--- config.mk ---
export PLATFORM = sky130hd
export DESIGN_NAME = ssx_alu
export DESIGN_NICKNAME = d
export VERILOG_FILES = /design/src/include/ssx_pkg.sv /design/src/design/ssx_subtractor.sv /design/src/design/ssx_alu.sv
export SDC_FILE = /design/constraint.sdc
export NUM_CORES = 1
export LEC_CHECK = 0
export ABC_AREA = 1
export BUFFER_PORTS_ARGS = -buffer_cell sky130_fd_sc_hd__buf_4
export CAP_MARGIN = 20
export CORE_UTILIZATION = 55
export DETAILED_ROUTE_END_ITERATION = 6
export HOLD_SLACK_MARGIN = 0.03
export PLACE_DENSITY = 0.82
export SLEW_MARGIN = 0
export SYNTH_ARGS = -nofsm -noshare
export SYNTH_HDL_FRONTEND = slang
export SYNTH_SLANG_ARGS = --single-unit
--- constraint.sdc ---
create_clock -name core_clk_in -period 3.1 [get_ports core_clk_in]
set_input_delay 0.62 -clock core_clk_in [delete_from_list [all_inputs] [get_ports core_clk_in]]
set_output_delay 0.62 -clock core_clk_in [all_outputs]
set_load 0.005 [all_outputs]
--- src/include/ssx_pkg.sv ---
package ssx_pkg;

    // ------------------------------------------------------------
    // operation codes
    // ------------------------------------------------------------
    typedef enum logic [3:0] {
        SSX_OP_NONE         = 4'h0,
        SSX_OP_LIT_MINUS    = 4'h1,
        SSX_OP_FILE_MINUS   = 4'h2,
        SSX_OP_FILE_BORROW  = 4'h3,
        SSX_OP_NIBBLE_EXCH  = 4'h4,
        SSX_OP_DIR_LOAD     = 4'h5,
        SSX_OP_LIT_XOR      = 4'h6,
        SSX_OP_FILE_XOR     = 4'h7
    } ssx_op_t;

    // ------------------------------------------------------------
    // widths and constants
    // ------------------------------------------------------------
    localparam int          SSX_DATA_W      = 8;
    localparam int          SSX_ADDR_W      = 7;
    localparam logic [6:0]  SSX_DIR_A_SEL   = 7'h05;
    localparam logic [6:0]  SSX_DIR_B_SEL   = 7'h06;
    localparam logic [6:0]  SSX_DIR_C_SEL   = 7'h07;
    localparam logic [7:0]  SSX_ACC_RST     = 8'h00;
    localparam logic [7:0]  SSX_DIR_RST     = 8'hff;
    localparam logic [6:0]  SSX_WADDR_RST   = 7'h00;
    localparam logic [7:0]  SSX_WDATA_RST   = 8'h00;
    localparam logic        SSX_FLAG_RST    = 1'b0;
    localparam logic        SSX_DEST_ACC    = 1'b0;

endpackage : ssx_pkg

--- src/design/ssx_subtractor.sv ---
`timescale 1ns/10ps
// minuend - subtrahend - borrow, with full and low-nibble no-borrow flags
module ssx_subtractor
    import ssx_pkg::*;
(
    input  wire logic [7:0] minuend_in,
    input  wire logic [7:0] subtrahend_in,
    input  wire logic       borrow_in,
    output logic      [7:0] diff_out,
    output logic            no_borrow_out,
    output logic            nibble_no_borrow_out
);
    logic [8:0] full_w;
    logic [4:0] low_w;

    always_comb
    begin
        full_w               = {1'b0, minuend_in} + {1'b0, ~subtrahend_in} + {8'h00, ~borrow_in};
        low_w                = {1'b0, minuend_in[3:0]} + {1'b0, ~subtrahend_in[3:0]}
                               + {4'h0, ~borrow_in};
        diff_out             = full_w[7:0];
        no_borrow_out        = full_w[8];
        nibble_no_borrow_out = low_w[4];
    end

endmodule : ssx_subtractor

--- src/design/ssx_alu.sv ---
`timescale 1ns/10ps
// Functional notes
// - literal minus accumulator, carry and nibble flags
// - file minus accumulator, carry and nibble flags
// - borrow subtract uses inverted carry as borrow
// - nibble exchange swaps halves, flags untouched
// - nibble exchange result steered by destination bit
// - operand 5/6/7 loads port A/B/C direction
// - literal xor into accumulator, zero only
// - file xor steered, zero flag only
module ssx_alu
    import ssx_pkg::*;
(
    input  wire logic                    core_clk_in,
    input  wire logic                    rst_n_in,
    input  wire logic                    op_valid_in,
    input  wire ssx_pkg::ssx_op_t        op_in,
    input  wire logic [7:0]              literal_in,
    input  wire logic [6:0]              file_addr_in,
    input  wire logic                    dest_sel_in,
    input  wire logic [7:0]              file_data_in,
    output logic      [7:0]              acc_out,
    output logic                         carry_out,
    output logic                         nibble_borrow_flag_out,
    output logic                         zero_out,
    output logic                         file_we_out,
    output logic      [6:0]              file_wr_addr_out,
    output logic      [7:0]              file_wr_data_out,
    output logic      [7:0]              port_a_direction_out,
    output logic      [7:0]              port_b_direction_out,
    output logic      [7:0]              port_c_direction_out
);
    import ssx_pkg::*;

    // ------------------------------------------------------------
    // arithmetic
    // ------------------------------------------------------------
    logic [7:0] sub_min_w;
    logic       sub_bin_w;
    logic [7:0] diff_w;
    logic       nb_w;
    logic       nnb_w;

    always_comb
    begin
        sub_min_w = (op_in == SSX_OP_LIT_MINUS) ? literal_in : file_data_in;
        sub_bin_w = (op_in == SSX_OP_FILE_BORROW) ? ~carry_out : 1'b0;
    end

    ssx_subtractor u_sub (
        .minuend_in           (sub_min_w),
        .subtrahend_in        (acc_out),
        .borrow_in            (sub_bin_w),
        .diff_out             (diff_w),
        .no_borrow_out        (nb_w),
        .nibble_no_borrow_out (nnb_w)
    );

    // ------------------------------------------------------------
    // result select and state update
    // ------------------------------------------------------------
    logic [7:0] acc_d, acc_q;
    logic       c_d, c_q, dc_d, dc_q, z_d, z_q;
    logic       we_d, we_q;
    logic [6:0] wa_d, wa_q;
    logic [7:0] wd_d, wd_q;
    logic [7:0] res_w;
    logic       to_file_w;
    logic       arith_w;
    logic       zflag_w;
    logic       write_w;

    always_comb
    begin
        res_w     = 8'h00;
        arith_w   = 1'b0;
        zflag_w   = 1'b0;
        write_w   = 1'b0;
        to_file_w = 1'b0;
        unique case (op_in)
            SSX_OP_LIT_MINUS:
            begin
                res_w   = diff_w;
                arith_w = 1'b1;
                zflag_w = 1'b1;
                write_w = 1'b1;
            end
            SSX_OP_FILE_MINUS, SSX_OP_FILE_BORROW:
            begin
                res_w     = diff_w;
                arith_w   = 1'b1;
                zflag_w   = 1'b1;
                write_w   = 1'b1;
                to_file_w = (dest_sel_in != SSX_DEST_ACC);
            end
            SSX_OP_NIBBLE_EXCH:
            begin
                res_w     = {file_data_in[3:0], file_data_in[7:4]};
                write_w   = 1'b1;
                to_file_w = (dest_sel_in != SSX_DEST_ACC);
            end
            SSX_OP_LIT_XOR:
            begin
                res_w   = acc_out ^ literal_in;
                zflag_w = 1'b1;
                write_w = 1'b1;
            end
            SSX_OP_FILE_XOR:
            begin
                res_w     = acc_out ^ file_data_in;
                zflag_w   = 1'b1;
                write_w   = 1'b1;
                to_file_w = (dest_sel_in != SSX_DEST_ACC);
            end
            default:
            begin
                res_w = 8'h00;
            end
        endcase

        acc_d  = acc_q;
        c_d    = c_q;
        dc_d   = dc_q;
        z_d    = z_q;
        we_d   = 1'b0;
        wa_d   = wa_q;
        wd_d   = wd_q;
        if (op_valid_in)
        begin
            if (write_w && to_file_w)
            begin
                we_d = 1'b1;
                wa_d = file_addr_in;
                wd_d = res_w;
            end
            else if (write_w)
            begin
                acc_d = res_w;
            end
            if (arith_w)
            begin
                c_d  = nb_w;
                dc_d = nnb_w;
            end
            if (zflag_w)
            begin
                z_d = (res_w == 8'h00);
            end
        end
    end

    always_ff @(posedge core_clk_in or negedge rst_n_in)
    begin
        if (!rst_n_in)
        begin
            acc_q  <= SSX_ACC_RST;
            c_q    <= SSX_FLAG_RST;
            dc_q   <= SSX_FLAG_RST;
            z_q    <= SSX_FLAG_RST;
            we_q   <= 1'b0;
            wa_q   <= SSX_WADDR_RST;
            wd_q   <= SSX_WDATA_RST;
        end
        else
        begin
            acc_q  <= acc_d;
            c_q    <= c_d;
            dc_q   <= dc_d;
            z_q    <= z_d;
            we_q   <= we_d;
            wa_q   <= wa_d;
            wd_q   <= wd_d;
        end
    end

    // ------------------------------------------------------------
    // port direction registers, one per port
    // ------------------------------------------------------------
    for (genvar g = 0; g < 3; g++)
    begin : g_dir
        localparam logic [6:0] PORT_SEL = (g == 0) ? SSX_DIR_A_SEL
                                        : (g == 1) ? SSX_DIR_B_SEL : SSX_DIR_C_SEL;
        logic [7:0] dir_d;
        logic [7:0] dir_q;

        always_comb
        begin
            dir_d = dir_q;
            if (op_valid_in && op_in == SSX_OP_DIR_LOAD && file_addr_in == PORT_SEL)
            begin
                dir_d = acc_q;
            end
        end

        always_ff @(posedge core_clk_in or negedge rst_n_in)
        begin
            if (!rst_n_in)
            begin
                dir_q <= SSX_DIR_RST;
            end
            else
            begin
                dir_q <= dir_d;
            end
        end
    end

    assign acc_out                = acc_q;
    assign carry_out              = c_q;
    assign nibble_borrow_flag_out = dc_q;
    assign zero_out               = z_q;
    assign file_we_out            = we_q;
    assign file_wr_addr_out       = wa_q;
    assign file_wr_data_out       = wd_q;
    assign port_a_direction_out   = g_dir[0].dir_q;
    assign port_b_direction_out   = g_dir[1].dir_q;
    assign port_c_direction_out   = g_dir[2].dir_q;

    // ------------------------------------------------------------
    // checks
    // ------------------------------------------------------------
    a_lit_sub_value: assert property (@(posedge core_clk_in) disable iff (!rst_n_in)
        op_valid_in && op_in == SSX_OP_LIT_MINUS |=>
        acc_out == $past(literal_in) - $past(acc_out)
        && carry_out == ($past(acc_out) <= $past(literal_in))
        && nibble_borrow_flag_out == ($past(acc_out[3:0]) <= $past(literal_in[3:0])))
        else $error("literal minus accumulator wrong");

    a_file_sub_flags: assert property (@(posedge core_clk_in) disable iff (!rst_n_in)
        op_valid_in && op_in == SSX_OP_FILE_MINUS |=>
        carry_out == ($past(acc_out) <= $past(file_data_in))
        && nibble_borrow_flag_out == ($past(acc_out[3:0]) <= $past(file_data_in[3:0])))
        else $error("file minus accumulator flags wrong");

    a_borrow_sub_value: assert property (@(posedge core_clk_in) disable iff (!rst_n_in)
        op_valid_in && op_in == SSX_OP_FILE_BORROW && !dest_sel_in |=>
        acc_out == 8'($past(file_data_in) - $past(acc_out) - {7'h00, ~$past(carry_out)}))
        else $error("borrow subtract wrong");

    a_dest_file_write: assert property (@(posedge core_clk_in) disable iff (!rst_n_in)
        op_valid_in && dest_sel_in && op_in == SSX_OP_FILE_XOR |=>
        file_we_out && file_wr_addr_out == $past(file_addr_in) && $stable(acc_out))
        else $error("file destination not written");

    a_swap_flags_kept: assert property (@(posedge core_clk_in) disable iff (!rst_n_in)
        op_valid_in && op_in == SSX_OP_NIBBLE_EXCH |=>
        $stable(carry_out) && $stable(zero_out) && $stable(nibble_borrow_flag_out))
        else $error("nibble exchange touched flags");

    a_swap_to_acc: assert property (@(posedge core_clk_in) disable iff (!rst_n_in)
        op_valid_in && op_in == SSX_OP_NIBBLE_EXCH && !dest_sel_in |=>
        acc_out == {$past(file_data_in[3:0]), $past(file_data_in[7:4])} && !file_we_out)
        else $error("nibble exchange to accumulator wrong");

    a_dir_load_b: assert property (@(posedge core_clk_in) disable iff (!rst_n_in)
        op_valid_in && op_in == SSX_OP_DIR_LOAD && file_addr_in == SSX_DIR_B_SEL |=>
        port_b_direction_out == $past(acc_out) && $stable(port_a_direction_out))
        else $error("port b direction load wrong");

    a_lit_xor_flags: assert property (@(posedge core_clk_in) disable iff (!rst_n_in)
        op_valid_in && op_in == SSX_OP_LIT_XOR |=>
        acc_out == ($past(acc_out) ^ $past(literal_in)) && $stable(carry_out))
        else $error("literal xor wrong");

    a_file_xor_zero: assert property (@(posedge core_clk_in) disable iff (!rst_n_in)
        op_valid_in && op_in == SSX_OP_FILE_XOR |=>
        zero_out == (($past(acc_out) ^ $past(file_data_in)) == 8'h00)
        && $stable(nibble_borrow_flag_out))
        else $error("file xor zero flag wrong");

    a_zero_on_result: assert property (@(posedge core_clk_in) disable iff (!rst_n_in)
        op_valid_in && op_in == SSX_OP_LIT_MINUS && literal_in == acc_out |=> zero_out)
        else $error("zero flag not set");

endmodule : ssx_alu

Word level (Yosys, flattened, before mapping)
Index checks and enable logic that the tools add are counted.
W data, S select, Z words.

storage, ports and cells
  word-level logic and storage cells = 54
  output and inout bits = 51
  flip-flop bits (word level) = 51

operators by class
  mux-type cells = 9
  bitwise gates (word level) = 7
  equality and inequality tests = 10
  $add $sub $neg = 4
  reduce and logical (&&, ||, !) cells = 14

operators by type and width
  cell                  count
  $pmux W8 S4           1
  $eq A7 B3 Y1 const B  3
  $eq A4 B3 Y1 const B  4
  $xor A8 B8 Y8         2
  $add A8 B8 Y9         1
  $add A9 B1 Y9         1
  $eq A4 B2 Y1 const B  2
  $logic_not A8 Y1      1
  $mux W8               1
  $not A8 Y8            1
  $mux W1               7
  $reduce_and A2 Y1     3
  $reduce_or A6 Y1      1
  $add A4 B4 Y5         1
  $add A5 B1 Y5         1
  $logic_and A1 B1 Y1   5
  $reduce_or A5 Y1      1
  $eq A4 B1 Y1 const B  1
  $not A4 Y4            1
  $reduce_or A4 Y1      1
  $not A1 Y1            3
  $reduce_and A3 Y1     1
  $reduce_or A3 Y1      1

Longest topological paths before layout
  depth in word-level cells = 6
  gate-level depth with buffers = 19

By module
From an unflattened synthesis, not the netlist that was laid out.

unflattened totals
  cells, all modules = 390
  area, all modules = 3106.7 um2

by module, submodules not included
  module          cells each  area an instance (um2)  times used  sequential area each (um2)
  ssx_alu         314         2695.1                  1           1306.3
  ssx_subtractor  76          411.6                   1           0.0

Worst setup path before layout
No wires, ideal clock.

  path type = input to register
  from = input op_in[3]
  to = register z_q, in the netlist zero_out
  path slack = 0.225 ns
  library setup time = 0.116 ns
  cell stages on the path = 18
  arrival = 2.759 ns
  cells stage by stage = nor2_1 -> nand3_1 -> clkbuf_1 -> o21ai_0 -> fa_1 -> fa_1 -> nand2_1 -> nand2_1 -> nand3_1 -> nand2_1 -> nand2_1 -> nand2_1 -> nor2_1 -> nor2_2 -> nand2_1 -> nor2_1 -> nand2_1 -> nand2_1

between the ends
  cells in the longest elaborated chain, start to end = 6
  elaborated cells on any way between the ends = 17
  those cells by class = 2 x add/sub; 6 x eq/ne; 4 x mux; 1 x bitwise; 4 x reduce/logical

RTL lines
  what                                          RTL line                                     source
  from (decl)                                   ssx_alu.sv:17                                input wire ssx_pkg::ssx_op_t op_in,
  $eq A4 B1 Y1 or $eq A4 B2 Y1 (tied branches)  ssx_alu.sv:46, ssx_alu.sv:80, ssx_alu.sv:47
  $mux W8 or $mux W1 (tied branches)            ssx_alu.sv:46, ssx_alu.sv:47
  $add A8 B8 Y9 or $not A1 Y1 (tied branches)   ssx_subtractor.sv:18                         full_w = {1'b0, minuend_in} + {1'b0, ~subtrahend_in} + {8'h00, ~borrow_in};
  $add A9 B1 Y9                                 ssx_subtractor.sv:18
  $pmux W8 S4                                   ssx_alu.sv:80                                unique case (op_in)
  $logic_not A8 Y1                              ssx_alu.sv:147                               z_d = (res_w == 8'h00);
  to (signal assigned)                          ssx_alu.sv:169                               z_q <= z_d;
  to (decl)                                     ssx_alu.sv:63                                logic c_d, c_q, dc_d, dc_q, z_d, z_q;

Several ways; a longest one is shown, not always the timed one.
A chain may end at the register's enable or synchronous reset.

Worst setup path after layout
Ends and elaborated chain as after synthesis.

==> impl_summary.txt <==
----------------------------------------------------
[Cells and area]
  Share of post-route cells with drive strength above 1 ... 31.7%
  Most common library cell in the layout ignoring fill and taps ... nand2_1
  Non-Filler Cell Area, Final ... 3810 um^2
  Footprint of the multi-input gates ... between 1000 and 1500 um^2
  Register cell area after layout ... 1310 um^2
  Synth-to-Final Area Change ... 25.6%
  Filler-free cell count of the finished design ... 552
  Antenna fix cells ... 0
  Count of filler cells inserted in the layout ... 425
  Core utilization of the finished layout ... 73.2%
  Most frequent cells in the layout ... 130 x nand2_1, 84 x buf_4, 46 x inv_1
  Post-layout net count ... 521

[Logic synthesis]
  Synthesized cell area ... 3030 um^2
  Cell accounting for the most synthesized area ... dfrtp_1
  Register area share after synthesis ... 43.1%
  Number of distinct library cell variants in the gate-level netlist after synthesis ... 30
  Average size of a mapped cell ... 7.62 um^2
  Async set-reset flop share out of synthesis ... 100%
  Number of enable flip-flop cells after synthesis ... 0
  Synth Net Count ... 438
  Top flip-flop cell by instance count after synthesis ... dfrtp_1
  Synth warn ... 0
  Post-synthesis instance total ... 398
  Area share of the largest cell type after synthesis ... 22.3%
  Register bit total from synthesis ... 51
  Biggest area contributors in the synthesized netlist ... dfrtp_1 22%, dfstp_2 21%, nand2_1 16%, nand3_1 6.3%, o21ai_0 5.8%

[Place]
  Number of cells after detailed placement ... 544
  Half-perimeter wire length after placement ... approximately 6000 um
  Number of buffer cells added on primary ports ... 81
  Routability congestion estimate ... 0.897
  DP Area ... 3690 um^2

[Worst setup path]
  Required time worst endpoint ... 3.30 ns
  Worst Setup End Kind ... flop
  CP max FO ... 3
  Setup slack on the worst flop-to-flop path ... between 0.6 and 0.7 ns
  Kind of start point of the critical path ... input pin
  Critical path class ... in -> reg
  Data arrival time of the critical path ... 2.94 ns

[Global route]
  Antenna violations before repair ... 0
  Wire length of the first global-routing pass ... 13600 um
  GR Util All Layers ... between 30% and 40%
  Number of global-route vias before repair ... 2888
  Final global-route overflow total ... 0
  Maximum number of pins on one net before global-route repair ... 52

[Detailed routing]
  Pre-Repair DR Iteration Count ... 5
  DRC viols ... 0
  Number of DRC markers in iteration 0 ... between 150 and 200
  Via density per instance ... 5.31
  Aggregate routed wire length ... 8040 um
  Total via count in the routed design ... roughly 2.9k
  Per-cell routed wire length ... 14.6 um
  Antenna-violating nets left ... 0

[Clocking]
  Post-CTS repair timing setup buffer count ... 0
  Num Clock Sinks ... 51
  Skew-Pair Late Insertion Delay ... 0.31 ns
  Count of hold-fix buffers inserted at cts ... 0
  Count of H-tree levels built during CTS ... 2
  Post-cts gate resize count ... 0
  Clock transition at the register clock pins on the worst setup and hold paths after CTS ... 0.10 ns
  Clock tree root buffer cell ... clkbuf_8
  Number of buffers added by the clock tree synthesis step ... 5
  Clock tree from TritonCTS ... done
  Largest buffer count on any clock path ... 2

[Timing]
  Tightest slew margin relative to the limit ... 57.8%
  Pins Over Slew Limit ... 0
  Post-route setup TNS ... 0 ns
  Unrepaired setup endpoints after global routing ... no
  Largest clock skew in the final design ... 0.00667 ns
  Final setup vio count ... 0
  Number of hold violations in the final report ... 0
  Crit share post-route ... between 80% and 90%
  Transition time of the tightest slew-check pin ... 0.633 ns
  Final worst path period need ... 2.74 ns
  Max Clk Rate ... between 0.3 and 0.4 GHz
  Worst hold-check slack ... 0.336 ns

[Pwr]
  Pwr/cell area ... 516 nW/um^2
  Highest ir drop seen on vdd ... between 0.3 and 0.4 mV
  Leakage power figure ... about 2.0 nW

[Die]
  I/O Pins ... just over 80
  Core Box Area ... 5200 um^2
  Chip Width ... ~76 um
  Starting utilization of the core area ... 58.3%
  Vertical extent of the die ... between 70 and 80 um
  Die area ... slightly below 6000 um^2
  Total number of placement rows ... 26

[Outcome]
  Status ... completed

[Worst hold path]
  Type of the worst min-delay path ... in -> async

[Run]
  Number of violations of the max-capacitance limit ... 0

----------------------------------------------------
cell families after synthesis:
logic type | count (synthesis) | synth area share [%]
AND/OR/NAND/NOR | 211 | 31.4
adder cells (fa/ha/maj) | 9 | 4.21
buffers and inverters | 62 | 9.20
flip-flops | 51 | 43.1
AO/OA/AOI/OAI | 65 | 12.1
where the power goes:
group | internal [W] | switching, W | leakage, nW
clock network | 0.000266 | 0.000224 | 0.0618
registers | 0.000752 | 0.0000646 | 0.598
logic | 0.000283 | 0.000375 | 1.32
total | 0.00130 | 0.000664 | 1.98
worst paths after layout:
path,start,endpoint,cells after the start
min in group core_clk_in,file_wr_addr_out[3],file_wr_addr_out[3],2
min,rst_n_in,acc_out[4],1
max,op_in[3],zero_out,19
min reg2reg,file_wr_addr_out[3],file_wr_addr_out[3],2
max in group asynchronous,rst_n_in,zero_out,1
max reg2reg,acc_out[0],zero_out,15
metrics by stage:
| step | setup slack (ns) | total power [W] |
|---|---|---|
| detailed placement | 0.0381 | 0.00148 |
| floorplan | 0.225 | 0.00119 |
| global placement | 0.119 | 0.00147 |
| CTS | 0.364 | 0.00197 |
| global route | 0.0621 | 0.00210 |
| finish | 0.360 | 0.00197 |
synthesized netlist by cell type, types with 2 or more instances:
master	instances
a21oi_1	8
buf_6	3
clkbuf_1	4
dfrtp_1	27
dfstp_2	24
fa_1	2
ha_1	7
inv_1	46
inv_2	5
nand2_1	130
nand2_2	12
nand2_4	2
nand3_1	38
nand3b_1	2
nor2_1	20
nor2_2	2
nor2_8	2
o211ai_1	2
o21ai_0	35
o21ai_1	11
o21ai_2	7
layer usage:
| metal | wire [um] | vias to the layer above | track usage, % |
|---|---|---|---|
| met5 | 0 | - | 0 |
| met3 | 425 | 22 | 3.95 |
| met1 | 3390 | 1359 | 37.7 |
| met2 | 3950 | 121 | 52.0 |
| met4 | 272 | 0 | 14.2 |
| li1 | - | 1431 | - |
state kept, by name (all words and copies together) (netlist names):
signal                  flops
acc_out                     8
carry_out                   1
file_we_out                 1
file_wr_addr_out            7
file_wr_data_out            8
nibble_borrow_flag_out      1
port_a_direction_out        8
port_b_direction_out        8
port_c_direction_out        8
zero_out                    1
final cells by class:
type / count / share of cell area, %
Clock buffer: 6 / 2.17
Clock inverter: 2 / 1.02
Inverter: 54 / 5.65
Multi-Input combinational cell: 285 / 38.0
Sequential cell: 51 / 34.3
Tap cell: 70 / 2.30
Timing Repair Buffer: 84 / 16.6
critical path: stages:
cell	delay [ns]
buf_4	0.14
nor2_1	0.14
nand3_1	0.13
nand2_1	0.07
o21ai_0	0.12
fa_1	0.46
fa_1	0.39
nand2_1	0.10
nand2_1	0.09
nand3_1	0.07
nand2_1	0.07
nand2_1	0.08
nand2_1	0.05
nor2_1	0.15
nor2_2	0.08
nand2_1	0.07
nor2_1	0.04
nand2_1	0.06
nand2_1	0.04
Power figures use the tool's default switching activity.
